`src/hw/sfe_pkg.sv`:
```
// shared constants for the serial flash erase command path
package sfe_pkg;
  // ==========================================================
  // opcodes
  localparam logic [7:0] SFE_OP_BLK4K   = 8'h20;
  localparam logic [7:0] SFE_OP_BLK32K  = 8'h52;
  localparam logic [7:0] SFE_OP_BLK64K  = 8'hd8;
  localparam logic [7:0] SFE_OP_CHIP_A  = 8'h60;
  localparam logic [7:0] SFE_OP_CHIP_B  = 8'hc7;
  localparam logic [7:0] SFE_OP_WREN    = 8'h06;
  localparam logic [7:0] SFE_OP_RDSTAT  = 8'h05;
  localparam logic [7:0] SFE_OP_ASI     = 8'h25;
  // ==========================================================
  // status byte layout
  localparam int SFE_ST_BUSY = 0;
  localparam int SFE_ST_WEL  = 1;
  localparam int SFE_ST_EPE  = 5;
  localparam logic [7:0] SFE_ERASED_BYTE = 8'hff;
  localparam logic [2:0] SFE_ADDR_BYTES  = 3'h4;
  // ==========================================================
  // erase timing
  localparam int SFE_CLK_MHZ          = 200;
  localparam int SFE_BLOCK_ERASE_TIME_US = 50;
  localparam int SFE_ARRAY_ERASE_TIME_US = 400;
  localparam int SFE_BLOCK_ERASE_CYC  =
    SFE_BLOCK_ERASE_TIME_US * SFE_CLK_MHZ;
  localparam int SFE_ARRAY_ERASE_CYC  =
    SFE_ARRAY_ERASE_TIME_US * SFE_CLK_MHZ;
  localparam int SFE_SCK_HALF         = 8;
  // ==========================================================
  // host registers
  localparam logic [3:0] SFE_REG_CTRL = 4'h0;
  localparam logic [3:0] SFE_REG_ADDR = 4'h4;
  localparam logic [3:0] SFE_REG_STAT = 4'h8;
  localparam int SFE_CTL_AB    = 8;
  localparam int SFE_CTL_RD    = 11;
  localparam int SFE_CTL_XB    = 12;
  localparam int SFE_CTL_ASI   = 15;
  localparam int SFE_STA_BUSY  = 0;
  localparam int SFE_STA_ASI   = 1;
  localparam int SFE_STA_RX    = 8;
  // ==========================================================
  typedef enum logic [1:0] {
    SFE_SZ_4K   = 2'b00,
    SFE_SZ_32K  = 2'b01,
    SFE_SZ_64K  = 2'b10,
    SFE_SZ_CHIP = 2'b11
  } sfe_size_t;
endpackage

```
`src/hw/sfe_link_if.sv`:
```
// serial link between flash controller and erase command logic
`timescale 1ns/10ps
interface sfe_link_if;
  logic sck;
  logic cs_n;
  logic si;
  logic so_o;
  logic so_oe;
  wire  so;
  // pulled high when the flash does not drive
  assign so = so_oe ? so_o : 1'b1;
  modport flash (input sck, input cs_n, input si, output so_o,
                 output so_oe);
  modport ctrl (output sck, output cs_n, output si, input so);
endinterface

```
`src/hw/sfe_device.sv`:
```
// flash side: erase command decode, checks and self-timed erase
//
// Local design decisions: the register offsets and the AHB-Lite slave port.
`timescale 1ns/10ps
module sfe_device
  import sfe_pkg::*;
#(
  parameter int BLK_IDX_W      = 7,
  parameter int BLOCK_ERASE_CYC = sfe_pkg::SFE_BLOCK_ERASE_CYC,
  parameter int ARRAY_ERASE_CYC = sfe_pkg::SFE_ARRAY_ERASE_CYC
)(
  input  wire logic                    ref_clk,
  input  wire logic                    resetn,
  sfe_link_if.flash                    link,
  input  wire logic [2**BLK_IDX_W-1:0] prot_blocks,
  input  wire logic                    erase_fail,
  output logic                         erase_req,
  output logic [31:0]                  erase_base,
  output sfe_pkg::sfe_size_t           erase_size,
  output logic [7:0]                   erase_fill,
  output logic                         busy,
  output logic                         write_enable_latch
);
  import sfe_pkg::*;

  // ==========================================================
  // link synchronisers
  logic sck_q1, sck_q2, sck_q3;
  logic cs_q1, cs_q2, cs_q3;
  logic si_q1, si_q2;

  always_ff @(posedge ref_clk or negedge resetn)
    if (!resetn)
    begin
      {sck_q1, sck_q2, sck_q3} <= 3'h0;
      {cs_q1, cs_q2, cs_q3}    <= 3'h7;
      {si_q1, si_q2}           <= 2'h0;
    end
    else
    begin
      {sck_q1, sck_q2, sck_q3} <= {link.sck, sck_q1, sck_q2};
      {cs_q1, cs_q2, cs_q3}    <= {link.cs_n, cs_q1, cs_q2};
      {si_q1, si_q2}           <= {link.si, si_q1};
    end

  wire sck_rise = sck_q2 & ~sck_q3;
  wire sck_fall = ~sck_q2 & sck_q3;
  wire in_frame = ~cs_q2;
  wire cs_rise  = cs_q2 & ~cs_q3;

  // ==========================================================
  // byte assembly
  logic [2:0]  bit_cnt;
  logic [2:0]  byte_cnt;
  logic [6:0]  shreg;
  logic [7:0]  opcode;
  logic [31:0] addr;

  wire       take     = in_frame & sck_rise;
  wire       byte_end = take & (bit_cnt == 3'h7);
  wire [7:0] byte_val = {shreg, si_q2};

  always_ff @(posedge ref_clk or negedge resetn)
    if (!resetn)
    begin
      bit_cnt  <= 3'h0;
      byte_cnt <= 3'h0;
      shreg    <= 7'h00;
      opcode   <= 8'h00;
      addr     <= 32'h0;
    end
    else if (!in_frame)
    begin
      bit_cnt  <= 3'h0;
      byte_cnt <= 3'h0;
      opcode   <= 8'h00;
    end
    else if (take)
    begin
      bit_cnt <= bit_cnt + 3'h1;
      shreg   <= byte_val[6:0];
      if (byte_end && byte_cnt == 3'h0)
        opcode <= byte_val;
      if (byte_end && byte_cnt != 3'h0 && byte_cnt <= SFE_ADDR_BYTES)
        addr <= {addr[23:0], byte_val};
      if (byte_end && byte_cnt != 3'h7)
        byte_cnt <= byte_cnt + 3'h1;
    end

  // ==========================================================
  // decisions at chip select release
  function automatic logic [31:0] sfe_low_mask(input sfe_size_t sz);
    case (sz)
      SFE_SZ_4K:  sfe_low_mask = 32'h0000_0fff;
      SFE_SZ_32K: sfe_low_mask = 32'h0000_7fff;
      SFE_SZ_64K: sfe_low_mask = 32'h0000_ffff;
      default:    sfe_low_mask = 32'hffff_ffff;
    endcase
  endfunction

  wire is_blk  = (opcode == SFE_OP_BLK4K) | (opcode == SFE_OP_BLK32K)
               | (opcode == SFE_OP_BLK64K);
  wire is_chip = (opcode == SFE_OP_CHIP_A)
               | (opcode == SFE_OP_CHIP_B);
  wire is_wren = opcode == SFE_OP_WREN;
  // partial final byte voids the whole frame
  wire whole   = (bit_cnt == 3'h0) & (byte_cnt != 3'h0);
  wire len_ok  = byte_cnt > SFE_ADDR_BYTES;
  // 4K and 32K blocks sit inside one 64K block
  wire blk_prot  = prot_blocks[addr[16 +: BLK_IDX_W]];
  wire chip_prot = |prot_blocks;
  wire erase_op  = (is_blk | is_chip) & write_enable_latch;
  wire erase_ok  = whole & (is_chip ? ~chip_prot
                                    : len_ok & ~blk_prot);
  // the running erase owns the array; new erase opcodes are dropped
  wire act       = cs_rise & ~busy;

  wire sfe_size_t next_size =
    (opcode == SFE_OP_BLK4K)  ? SFE_SZ_4K  :
    (opcode == SFE_OP_BLK32K) ? SFE_SZ_32K :
    (opcode == SFE_OP_BLK64K) ? SFE_SZ_64K : SFE_SZ_CHIP;

  // ==========================================================
  // self-timed erase
  logic [31:0] cnt;
  logic        erase_program_error_flag;

  always_ff @(posedge ref_clk or negedge resetn)
    if (!resetn)
    begin
      busy       <= 1'b0;
      write_enable_latch        <= 1'b0;
      erase_program_error_flag        <= 1'b0;
      cnt        <= 32'h0;
      erase_req  <= 1'b0;
      erase_base <= 32'h0;
      erase_size <= SFE_SZ_4K;
      erase_fill <= 8'h00;
    end
    else
    begin
      erase_req <= 1'b0;
      if (act && is_wren && whole)
        write_enable_latch <= 1'b1;
      if (act && erase_op && erase_ok)
      begin
        busy       <= 1'b1;
        write_enable_latch        <= 1'b0;
        erase_program_error_flag        <= 1'b0;
        erase_req  <= 1'b1;
        erase_size <= next_size;
        erase_base <= addr & ~sfe_low_mask(next_size);
        erase_fill <= SFE_ERASED_BYTE;
        cnt <= is_chip ? 32'(ARRAY_ERASE_CYC)
                       : 32'(BLOCK_ERASE_CYC);
      end
      else if (act && erase_op)
        write_enable_latch <= 1'b0;
      if (busy)
      begin
        cnt <= cnt - 32'h1;
        if (cnt == 32'h1)
        begin
          busy <= 1'b0;
          erase_program_error_flag  <= erase_fail;
        end
      end
    end

  // ==========================================================
  // status output and active status signal
  logic [7:0] status;
  logic [7:0] tx_sh;
  logic       rd_mode;
  logic       asi;

  always_comb
  begin
    status = 8'h00;
    status[SFE_ST_BUSY] = busy;
    status[SFE_ST_WEL]  = write_enable_latch;
    status[SFE_ST_EPE]  = erase_program_error_flag;
  end

  wire op_rd  = byte_end & (byte_cnt == 3'h0)
              & ((byte_val == SFE_OP_RDSTAT) | (byte_val == SFE_OP_ASI));
  wire asi_on = byte_end & (byte_cnt == 3'h1)
              & (opcode == SFE_OP_ASI);

  always_ff @(posedge ref_clk or negedge resetn)
    if (!resetn)
    begin
      tx_sh       <= 8'h00;
      rd_mode     <= 1'b0;
      asi         <= 1'b0;
      link.so_o   <= 1'b0;
      link.so_oe  <= 1'b0;
    end
    else if (!in_frame)
    begin
      rd_mode    <= 1'b0;
      asi        <= 1'b0;
      link.so_oe <= 1'b0;
    end
    else
    begin
      if (op_rd)
        rd_mode <= 1'b1;
      if (op_rd || (rd_mode && byte_end))
        tx_sh <= status;
      if (asi_on)
        asi <= 1'b1;
      link.so_oe <= rd_mode;
      // sck may stop after 16 clocks, so follow busy directly
      if (asi)
        link.so_o <= busy;
      else if (rd_mode && sck_fall)
      begin
        link.so_o <= tx_sh[7];
        tx_sh     <= {tx_sh[6:0], 1'b0};
      end
    end

endmodule

```
`src/flat_wrapper.sv`:
```
// flat-port wrapper written by rule: the top's interface ports become plain ports
module sfe_device_flat import sfe_pkg::*;
#(
  parameter int BLK_IDX_W      = 7,
  parameter int BLOCK_ERASE_CYC = sfe_pkg::SFE_BLOCK_ERASE_CYC,
  parameter int ARRAY_ERASE_CYC = sfe_pkg::SFE_ARRAY_ERASE_CYC
)
  (ref_clk, resetn, prot_blocks, erase_fail, erase_req, erase_base, erase_size, erase_fill, busy, write_enable_latch, link_sck, link_cs_n, link_si, link_so_o, link_so_oe);
  sfe_link_if link_i ();
  input  wire logic ref_clk;
  input  wire logic resetn;
  input  wire logic [2**BLK_IDX_W-1:0] prot_blocks;
  input  wire logic erase_fail;
  output logic erase_req;
  output logic [31:0] erase_base;
  output sfe_pkg::sfe_size_t erase_size;
  output logic [7:0] erase_fill;
  output logic busy;
  output logic write_enable_latch;
  input wire logic [$bits(link_i.sck)-1:0] link_sck;
  input wire logic [$bits(link_i.cs_n)-1:0] link_cs_n;
  input wire logic [$bits(link_i.si)-1:0] link_si;
  output wire logic [$bits(link_i.so_o)-1:0] link_so_o;
  output wire logic [$bits(link_i.so_oe)-1:0] link_so_oe;
  assign link_i.sck = link_sck;
  assign link_i.cs_n = link_cs_n;
  assign link_i.si = link_si;
  assign link_so_o = link_i.so_o;
  assign link_so_oe = link_i.so_oe;
  sfe_device #(.BLK_IDX_W(BLK_IDX_W), .BLOCK_ERASE_CYC(BLOCK_ERASE_CYC), .ARRAY_ERASE_CYC(ARRAY_ERASE_CYC)) u_core (.ref_clk(ref_clk), .resetn(resetn), .link(link_i), .prot_blocks(prot_blocks), .erase_fail(erase_fail), .erase_req(erase_req), .erase_base(erase_base), .erase_size(erase_size), .erase_fill(erase_fill), .busy(busy), .write_enable_latch(write_enable_latch));
endmodule
```
`config.mk`:
```
export PLATFORM = sky130hd
export DESIGN_NAME = sfe_device_flat
export DESIGN_NICKNAME = d
export VERILOG_FILES = /design/src/hw/sfe_pkg.sv /design/src/hw/sfe_link_if.sv /design/src/hw/sfe_device.sv /design/src/flat_wrapper.sv
export SDC_FILE = /design/constraint.sdc
export NUM_CORES = 1
export LEC_CHECK = 0
export BUFFER_PORTS_ARGS = -buffer_cell sky130_fd_sc_hd__buf_2
export CAP_MARGIN = 20
export CORE_UTILIZATION = 45
export CTS_CLUSTER_DIAMETER = 200
export DETAILED_ROUTE_END_ITERATION = 8
export PLACE_DENSITY = 0.69
export SYNTH_ARGS = -nofsm -noshare
export SYNTH_HDL_FRONTEND = slang
export SYNTH_SLANG_ARGS = --single-unit
```
`constraint.sdc`:
```
create_clock -name ref_clk -period 5.7 [get_ports ref_clk]
set_clock_uncertainty 0.15 [all_clocks]
set_input_delay 0.57 -clock ref_clk [delete_from_list [all_inputs] [get_ports ref_clk]]
set_output_delay 0.57 -clock ref_clk [all_outputs]
set_load 0.05 [all_outputs]
```
==> key figures, run 1 <==
STA
  • Max-slew violation count: 0
  • Setup TNS: 0 ns
  • RSZ-0062 raised after global routing: false
  • Setup Viol. Count Final: 0
  • Fmax: around 0.28 GHz
  • Rel. slew slack: 0.380
  • Fin. Hold Viols: 0
  • Post-layout min period: ~3.6 ns
  • Final Worst Setup Slack: around 2.1 ns
  • Fin crit share: 0.626
  • Worst-Margin Slew: between 0.9 and 1 ns
  • Final hold slack: between 0.07 and 0.08 ns

Synth
  • Fraction of registers with async set or reset after synthesis: 1.00
  • Proportion of netlist area held by the largest area contributor: 0.421
  • Post-synthesis register bit count: between 100 and 150
  • Number of synthesized flops with an enable pin: 0
  • Synth top area cells: dfrtp_1, mux4_2, nor4_1
  • Largest area contributor in the netlist: dfrtp_1
  • Most common cell in the netlist: dfrtp_1
  • Cells after synthesis: 750
  • Main synth FF type: dfrtp_1
  • Register area share after synthesis: 0.431
  • Syn Std Cell Area: 7670 µm²
  • Commonest cells in the synthesized netlist: dfrtp_1, nand2_1, nor4_1, nor2_1, mux2_2
  • Yosys cell types: between 60 and 70
  • Yosys Warn Count: 0
  • Syn avg cell area: ~10 µm²

Setup path
  • Type of the worst setup path: reg -> reg
  • Critical Path RT: 5.86 ns
  • Flop2flop setup slack: 2.13 ns
  • Depth of the most critical reg-to-reg path: 8
  • Critical path peak fanout: 35
  • CP most frequent cell: a21o_1
  • FF-to-FF End: u_core.erase_base[19]
  • R2R Path Start: u_core.addr[16]
  • CP max-delay cell: dfrtp_2
  • Critical path's largest stage delay: approximately 0.97 ns
  • WP data arrival: 3.73 ns
  • WP buf/inv: 0
  • CP top delay family: flip-flops
  • Critical Path Start Type: flip-flop
  • Setup crit end kind: flip-flop
  • CP cell instances: mux4_2 > a22oi_1 > a21boi_0 > or2_0 > or3_1 > a21o_1 > and2_4 > a21o_1

Power and ir drop
  • Psw: 0.537 mW
  • Clock group share of total power: 0.475
  • Pwr Density: between 200 and 250 nW/µm²
  • Combinational share of power: 0.081
  • IR drop worst, VDD: ~0.26 mV
  • Internal: between 1.5 and 2 mW
  • Sequential power share: 0.444
  • Pwr Total: approximately 2.2 mW
  • Net Sw Frac: 0.240
  • Leak: approximately 3.7 nW

Routing
  • Remaining antenna violation count: 0
  • Vias per cell: just under 6
  • # DRC: 0
  • Drt first-iter violations: 460
  • DR pass1 iterations: 6
  • Avg WL per Cell: 18.1 µm
  • Vias: around 6600
  • Final WL: 20600 µm

Floorplanning
  • Die Width: approximately 130 µm
  • Die area: 17600 µm²
  • Starting density of the core: 0.461
  • Num rows: between 40 and 50
  • Vert. Die Dim: 133 µm
  • Number of I/O pins: between 150 and 200
  • Core footprint: ~17000 µm²

CTS
  • CTS max path bufs: 2
  • H-tree Lvls: 4
  • Clk_lat worst skew: roughly 0.42 ns
  • Post-cts repair resize count: 0
  • Hold buffer count at CTS: 0
  • CTS tree: done
  • TritonCTS Sinks: approximately 130
  • Number of CTS-inserted buffers: 17
  • Clock-pin slew of the registers on the worst-case setup and hold paths: roughly 0.060 ns
  • Root buffer cell: clkbuf_16
  • Postcts setup bufs: 0

Global route
  • Global Route Usage Sum: 0.247
  • Largest net degree at the start of global routing: 92
  • First-pass GRT wire length: roughly 34000 µm
  • Initial antenna violation count: 1
  • Total grt overflow: 0
  • Vias in the first global route: 6524

Placement
  • DP HPWL: between 15000 and 20000 µm
  • Dpl ws: around 2.1 ns
  • Routability cong.: 1.07
  • Port Buf Inserts: roughly 170

Run
  • Max-cap viol count: 0

Worst hold path
  • Worst hold path class: in -> async

Final layout
  • Inserted Diodes: 0
  • Final core area utilization: 0.548
  • Synth-to-Final Area Change: 18.9%
  • Share of cells above drive strength 1: 0.308
  • Final nets: 1043

Status
  • Status: finished clean
## per-stage QoR
stage	cells	instance area [µm²]
after global routing	1133	9130
after detailed placement	1101	8540
after CTS	1133	9130
after floorplan	761	7720
final	1133	9130
after global placement	1101	8540
## logic make-up after synthesis
group,Yosys count,synth area share
AO/OA/AOI/OAI,102,0.0903
XOR/XNOR,21,0.0240
adder cells (fa/ha/maj),9,0.0147
buffers and inverters,67,0.0500
flip-flops,132,0.431
multiplexers,80,0.160
other,1,0.000489
AND/OR/NAND/NOR,338,0.230
## power by group through the flow
stage	logic [mW]	registers, mW	clock network (mW)
CTS	0.180	0.993	1.09
global route	0.195	0.998	1.13
global placement	0.178	1.01	0
detailed placement	0.178	1.01	0
finish	0.180	0.994	1.06
floorplan	0.0814	0.996	0
## worst max path at each step
stage | startpoint | to | cells after the start
after floorplan | u_core.addr[17] | u_core.erase_program_error_flag | 10
after global placement | u_core.addr[16] | u_core.erase_base[24] | 8
after detailed placement | u_core.addr[16] | u_core.erase_base[18] | 8
after CTS | u_core.addr[16] | u_core.erase_base[19] | 8
after global routing | u_core.addr[16] | u_core.erase_base[24] | 8
final | u_core.addr[16] | u_core.erase_base[19] | 8
## worst reg2reg max path, cell delays in order (launching register included)
cell	delay (ns)
dfrtp_2	0.97
mux4_2	0.62
a22oi_1	0.18
a21boi_0	0.09
or2_0	0.28
or3_1	0.35
a21o_1	0.31
and2_4	0.31
a21o_1	0.21
## layer usage
layer  vias up  GRT usage  routed length (µm)
li1       3085          -                   -
met1      3181      0.336                9140
met2       239      0.383                9620
met3        54     0.0433                1150
met4         2      0.117                 633
met5         -          0                  13
## layout make-up
type                    instances  area [µm²]
repair buffers                171         870
multi-input cells             562        4030
inverters                      16        60.1
clock inverters                13         134
flip-flops and latches        132        3310
clock buffers                  19         453
fillers                      1512        7520
well taps                     220         275
## flip-flops by register name, summed over array words and instances (netlist names), 2 cells and up
name               count
u_core.addr           32
u_core.bit_cnt         3
u_core.byte_cnt        3
u_core.cnt            32
u_core.erase_base     20
u_core.erase_size      2
u_core.opcode          8
u_core.shreg           7
u_core.tx_sh           8
## placed cells by master (no fill, tap or decap), types with 3 or more instances in the layout
master        n
and2_1        4
a21o_1       24
nor4b_1       3
o21ai_0      21
nand2b_1      9
nand4_1      24
nor4_1       74
mux2_2       38
nor2_1       73
nand3_1      16
o31ai_1       4
dfrtp_1     128
a22oi_1       8
nor3_1       12
a31oi_1       5
buf_4         3
mux4_2       30
o31a_1        3
clkbuf_16    17
inv_1        15
xor2_1        9
xnor2_1      12
o22a_1        5
nand3b_1     13
conb_1       12
clkinv_2      4
a21oi_1      17
buf_2       167
clkinvlp_4    6
nor3b_1       4
dfstp_2       3
nor2b_1       8
nand2_1      78
mux2i_1      11
and3_1        5
ha_1          9
No activity file was read; power rests on OpenSTA's default activity.
==> run 2: changes to the inputs <==
--- a/config.mk
+++ b/config.mk
@@ -5,6 +5,7 @@
 export SDC_FILE = /design/constraint.sdc
 export NUM_CORES = 1
 export LEC_CHECK = 0
+export ABC_AREA = 1
 export BUFFER_PORTS_ARGS = -buffer_cell sky130_fd_sc_hd__buf_2
 export CAP_MARGIN = 20
 export CORE_UTILIZATION = 45
==> constraint.sdc (replaced) <==
create_clock -name ref_clk -period 3.5 [get_ports ref_clk]
set_clock_uncertainty 0.15 [all_clocks]
set_input_delay 0.35 -clock ref_clk [delete_from_list [all_inputs] [get_ports ref_clk]]
set_output_delay 0.35 -clock ref_clk [all_outputs]
set_load 0.05 [all_outputs]
==> run 2 against run 1 <==
Non-clock buffer count grew 10; sequential power grew 58%; synthesized cell count grew 42%; core utilization grew 0.78 points; first-iteration DRC count grew 18%; area after synthesis grew 2.5%; hold slack lost 0.022 ns; largest cell class unchanged; critical path depth grew 8; routed wire length shrank 1.9%; highest routed layer is now met4; largest power group unchanged.
==> key figures, run 2 <==
Global route
  • Largest net degree at the start of global routing: 92
  • Vias in the first global route: a little over 7000
  • Initial antenna violation count: 0
  • Global Route Usage Sum: 0.236
  • Total grt overflow: 0
  • First-pass GRT wire length: around 34000 µm

Synth
  • Compound-cell area share of the yosys netlist: 0.0777
  • Main synth FF type: dfrtp_1
  • Syn Std Cell Area: about 8000 µm²
  • Syn avg cell area: 7.39 µm²
  • Synth top area cells: dfrtp_1, nand2_1, nand3_1
  • Post-Synth XOR/XNOR Area: 0.0200
  • Fraction of registers with async set or reset after synthesis: 1.00
  • Largest area contributor in the netlist: dfrtp_1
  • Most common cell in the netlist: nand2_1
  • Proportion of netlist area held by the largest area contributor: 0.410
  • Synth Area in Simple Gates: 0.362
  • Number of synthesized flops with an enable pin: 0
  • Mux cell area share after synthesis: 0.0143
  • Commonest cells in the synthesized netlist: nand2_1, nand3_1, dfrtp_1, nor2_1, inv_1
  • Yosys cell types: between 40 and 50
  • Cells after synthesis: 1065
  • Register area share after synthesis: 0.420
  • Post-Synth Adder-Cell Area: 0.0143
  • Post-synthesis register bit count: 132
  • Yosys Warn Count: 0
  • Main combinational cell family by area after synthesis: simple AND/OR/NAND/NOR gates

STA
  • RSZ-0062 raised after global routing: false
  • Fin crit share: 0.837
  • Rel. slew slack: 0.424
  • Fmax: 0.341 GHz
  • Post-layout min period: 2.93 ns
  • Final hold slack: ~0.05 ns
  • Setup Viol. Count Final: 0
  • Setup TNS: 0 ns
  • Fin. Hold Viols: 0
  • Final Worst Setup Slack: about 0.57 ns
  • Max-slew violation count: 0
  • Worst-Margin Slew: 0.861 ns

Final layout
  • Share of cells above drive strength 1: 0.208
  • Largest registers: u_core.addr: 32 flops, u_core.cnt: 32 flops, u_core.erase_base: 20 flops
  • Final nets: between 1000 and 1500
  • Cell area after layout: 9350 µm²
  • Leading cell types in the layout, fill and taps excluded: nand2_1, buf_2, nand3_1
  • Final core area utilization: 0.556
  • Synth-to-Final Area Change: 18.8%
  • Inserted Diodes: 0
  • Most common cell after layout, fill and taps aside: nand2_1
  • Fillers: 1613

CTS
  • Clk_lat worst skew: around 0.42 ns
  • CTS tree: done
  • CTS max path bufs: 2
  • Clock-pin slew of the registers on the worst-case setup and hold paths: ~0.060 ns
  • Post-cts repair resize count: 0
  • H-tree Lvls: 4
  • Number of CTS-inserted buffers: 17
  • TritonCTS Sinks: 132
  • Root buffer cell: clkbuf_16

Floorplanning
  • Die Width: approximately 130 µm
  • Num rows: 47
  • Starting density of the core: 0.468
  • Number of I/O pins: around 180
  • Vert. Die Dim: roughly 130 µm
  • Core footprint: 16800 µm²
  • Die area: 18000 µm²

Setup path
  • CP top delay family: simple AND/OR/NAND/NOR gates
  • Critical Path RT: roughly 3.7 ns
  • CP cell instances: buf_4 > nand2_1 > nand3_1 > nand3_1 > nand2_1 > nand2_1 > nand3_1 > nand3_1 > nand2_1 > nand2_1 > nand3_2 > nand2_2 > nand2_4 > nand2_1 > nand2_1 > nand2_1
  • CP max-delay cell: buf_4
  • CP most frequent cell: nand2_1
  • Critical Path Start Type: flip-flop
  • Type of the worst setup path: reg -> reg
  • WP data arrival: slightly above 3 ns
  • Setup crit end kind: flip-flop
  • Critical path peak fanout: between 60 and 70
  • Critical path's largest stage delay: 0.50 ns
  • WP buf/inv: 1

Routing
  • Final WL: approximately 20000 µm
  • Vias per cell: roughly 5.2
  • Drt first-iter violations: about 540
  • DR pass1 iterations: 5
  • Vias: 7509
  • # DRC: 0
  • Avg WL per Cell: between 10 and 15 µm
  • Remaining antenna violation count: 0

Placement
  • Dpl ws: 0.625 ns
  • DP HPWL: 14500 µm
  • Port Buf Inserts: between 150 and 200
  • Routability cong.: approximately 0.9
  • Placed Area: slightly below 9000 µm²

Power and ir drop
  • IR drop worst, VDD: approximately 0.36 mV
  • Sequential power share: 0.432
  • Combinational share of power: 0.074
  • Clock group share of total power: 0.494
  • Pwr Density: roughly 390 nW/µm²
  • Psw: 0.831 mW
  • Net Sw Frac: 0.229
  • Leak: between 4 and 5 nW
  • Internal: ~2.8 mW

Worst hold path
  • Worst hold path class: in -> reg

Run
  • Max-cap viol count: 0

Status
  • Status: finished clean
==> run 2: metrics by stage <==
stage / power [mW] / instances
global placement: 1.86 / 1408
global route: 3.77 / 1444
CTS: 3.66 / 1444
detailed placement: 1.86 / 1408
finish: 3.63 / 1444
floorplan: 1.71 / 1076
==> run 2: power by group through the flow <==
stage	Sequential [mW]	Clock (mW)	Combinational, mW
final	1.57	1.79	0.270
after global routing	1.57	1.90	0.299
after CTS	1.57	1.82	0.271
after detailed placement	1.59	0	0.265
after global placement	1.59	0	0.264
after floorplan	1.59	0	0.121
==> run 2: final timing paths <==
kind                            startpoint                         endpoint  slack [ns]  cells past startpoint
setup / recovery           u_core.addr[16]                   u_core.cnt[13]        0.57                     16
hold / removal                  erase_fail  u_core.erase_program_error_flag        0.05                      3
setup reg to reg           u_core.addr[16]                   u_core.cnt[13]        0.57                     16
hold reg to reg               u_core.si_q1                     u_core.si_q2        0.20                      0
max in group asynchronous           resetn                   u_core.cnt[27]        2.10                      3
min in group asynchronous           resetn                   u_core.cnt[28]        0.40                      2
==> run 2: area by class of cell <==
type                    count  area (µm²)  area share
multi-input cells         801        3890       0.416
flip-flops and latches    132        3310       0.354
repair buffers            181         992       0.106
clock buffers              22         464      0.0496
inverters                  78         293      0.0313
well taps                 220         275      0.0294
clock inverters            10         130      0.0139
==> run 2: kinds of logic after synthesis <==
group / after synthesis
simple gates: 652
buf+inv: 143
xor+xnor: 18
compound gates: 100
fa+ha+maj: 9
mux: 10
flops: 132
other cells: 1
==> run 2: worst min-delay path, cell delays in order <==
cell     delay (ns)
buf_2          0.08
nand3_1        0.07
nand2_1        0.08
==> run 2: what timing repair did <==
| action | CTS | global route |
|---|---|---|
| setup endpoints to repair | 0 | 0 |
| setup buffers | 0 | 0 |
| hold buffers | 4 | 0 |
| endpoints found under the hold margin | 90 | 0 |
==> run 2: per-layer routing <==
layer | global-route usage | up-vias | share of wire
met5 | 0 | - | 0
met4 | 0.0762 | 0 | 0.016
met3 | 0.0552 | 32 | 0.051
met2 | 0.373 | 223 | 0.47
met1 | 0.318 | 3481 | 0.46
li1 | - | 3773 | -
==> run 3: changes to the inputs <==
==> constraint.sdc (replaced) <==
create_clock -name ref_clk -period 2.8 [get_ports ref_clk]
set_clock_uncertainty 0.15 [all_clocks]
set_input_delay 0.28 -clock ref_clk [delete_from_list [all_inputs] [get_ports ref_clk]]
set_output_delay 0.28 -clock ref_clk [all_outputs]
set_load 0.05 [all_outputs]
==> run 3 against run 2 <==
Core utilization increased by 0.30 points; combinational power increased by 24%; worst setup slack got worse by 0.24 ns; first-iteration DRC count increased by 5.9%; critical path type unchanged; largest cell class unchanged; highest routed layer unchanged.
==> key figures, run 3 (synthesis results as in run 2) <==
CTS
  • CTS max path bufs: 2
  • CTS tree: done
  • H-tree Lvls: 4
  • Postcts setup bufs: 0
  • Root buffer cell: clkbuf_16
  • Clk_lat worst skew: 0.41 ns
  • Post-cts repair resize count: 0
  • Clock-pin slew of the registers on the worst-case setup and hold paths: 0.05 ns
  • TritonCTS Sinks: ~130
  • Number of CTS-inserted buffers: 17

Placement
  • DP HPWL: 14400 µm
  • Port Buf Inserts: around 170
  • Dpl ws: approximately 0.34 ns
  • Routability cong.: just under 0.9

STA
  • Fin crit share: 0.883
  • Post-layout min period: 2.47 ns
  • RSZ-0062 raised after global routing: false
  • Setup Viol. Count Final: 0
  • Setup TNS: 0 ns
  • Fin. Hold Viols: 0
  • Rel. slew slack: 0.419
  • Worst-Margin Slew: around 0.87 ns
  • Fmax: a little over 0.4 GHz
  • Final Worst Setup Slack: ~0.33 ns
  • Max-slew violation count: 0

Final layout
  • Leading cell types in the layout, fill and taps excluded: nand2_1, buf_2, nand3_1
  • Most common cell after layout, fill and taps aside: nand2_1
  • Share of cells above drive strength 1: 0.212
  • Final nets: 1364
  • Inserted Diodes: 0
  • Largest registers: u_core.addr: 32 flops, u_core.cnt: 32 flops, u_core.erase_base: 20 flops
  • Synth-to-Final Area Change: 19.5%

Power and ir drop
  • Pwr Density: between 400 and 500 nW/µm²
  • IR drop worst, VDD: between 0.3 and 0.4 mV
  • Leak: roughly 4.5 nW

Routing
  • Final WL: 19800 µm
  • Vias per cell: around 5.2
  • Remaining antenna violation count: 0
  • # DRC: 0
  • Vias: 7530
  • DR pass1 iterations: 5
  • Avg WL per Cell: about 14 µm
  • Drt first-iter violations: roughly 580

Floorplanning
  • Die area: between 15000 and 20000 µm²
  • Vert. Die Dim: 134 µm
  • Core footprint: 16800 µm²
  • Number of I/O pins: 181
  • Starting density of the core: 0.468
  • Num rows: between 40 and 50
  • Die Width: about 130 µm

Setup path
  • Critical path peak fanout: 50
  • WP buf/inv: 3
  • Levels on crit path: 18
  • R2R Path Start: u_core.addr[16]
  • Flop2flop setup slack: about 0.33 ns
  • CP top delay family: simple AND/OR/NAND/NOR gates
  • Setup crit end kind: flip-flop
  • CP cell instances: inv_2 > buf_12 > nand2_1 > nand3_1 > nand3_1 > nand2_1 > nand2_1 > nand3_1 > nand3_1 > nand2_1 > nand2_1 > nand3_2 > nand2_2 > nand2_4 > buf_4 > nand2_1 > nand2_1 > nand2_1
  • Depth of the most critical reg-to-reg path: 18
  • Critical Path RT: 2.94 ns
  • CP Launch Point: u_core.addr[16]
  • CP max-delay cell: dfrtp_2
  • Critical path's largest stage delay: roughly 0.43 ns
  • CP most frequent cell: nand2_1
  • FF-to-FF End: u_core.cnt[13]
  • Critical Path Start Type: flip-flop
  • WP data arrival: 2.61 ns
  • Type of the worst setup path: reg -> reg

Worst hold path
  • Hold worst-path end: u_core.erase_program_error_flag
  • Worst hold path class: in -> reg
  • Hold Path Stages: 3
  • Hold path start: erase_fail

Global route
  • First-pass GRT wire length: 33400 µm
  • Total grt overflow: 0
  • Largest net degree at the start of global routing: 66
  • Global Route Usage Sum: 0.231
  • Vias in the first global route: between 6000 and 7000
  • Initial antenna violation count: 0

Run
  • Max-cap viol count: 0

Status
  • Status: finished clean
run 3: timing repair:
item / in CTS / in global routing
hold buffers: 4 / 0
setup endpoints to repair: 0 / 0
endpoints found under the hold margin: 41 / 0
run 3: worst max-delay path by stage:
stage	to	slack, ns
after floorplan	u_core.cnt[22]	0.70
after global placement	u_core.cnt[13]	0.39
after CTS	u_core.cnt[13]	0.32
after detailed placement	u_core.cnt[13]	0.34
after global routing	u_core.cnt[31]	0.1
final	u_core.cnt[13]	0.33
run 3: report_power, final:
group | leakage [nW] | internal (mW) | switching, mW | total [mW]
sequential | 1.65 | 1.94 | 0.0184 | 1.96
combinational | 2.64 | 0.123 | 0.211 | 0.334
clock | 0.251 | 1.22 | 0.798 | 2.02
run 3: worst register-to-register path, stage by stage, from the launching register on:
cell     delay [ns]
dfrtp_2        0.43
inv_2          0.08
buf_12         0.22
nand2_1        0.08
nand3_1        0.07
nand3_1        0.07
nand2_1        0.10
nand2_1        0.07
nand3_1        0.10
nand3_1        0.07
nand2_1        0.10
nand2_1        0.07
nand3_2        0.09
nand2_2        0.09
nand2_4        0.19
buf_4          0.20
nand2_1        0.06
nand2_1        0.06
nand2_1        0.04
run 3: routing by layer:
layer	share of wire	track usage	vias up	wire (µm)
met3	0.049	0.0480	26	971
met2	0.47	0.362	219	9250
li1	-	-	3784	-
met5	0	0	-	0
met4	0.017	0.0705	0	334
met1	0.47	0.321	3501	9270
run 3: layout make-up:
type / instances / area [µm²]
clock inverters: 9 / 85.1
inverters: 78 / 293
fillers: 1587 / 7410
clock buffers: 23 / 448
flip-flops and latches: 132 / 3310
repair buffers: 191 / 1100
multi-input cells: 801 / 3890
well taps: 220 / 275
run 3: metrics by stage:
step	instance area (µm²)	std cells	hold WS, ns	power, mW	utilization
floorplan	7910	1076	-0.166	2.14	-
global placement	8830	1418	0.0495	2.32	0.525
detailed placement	8830	1418	0.0512	2.32	0.525
CTS	9400	1454	0.000312	4.35	0.559
global route	9400	1454	0.0273	4.50	0.559
finish	9400	1454	0.00625	4.31	0.559
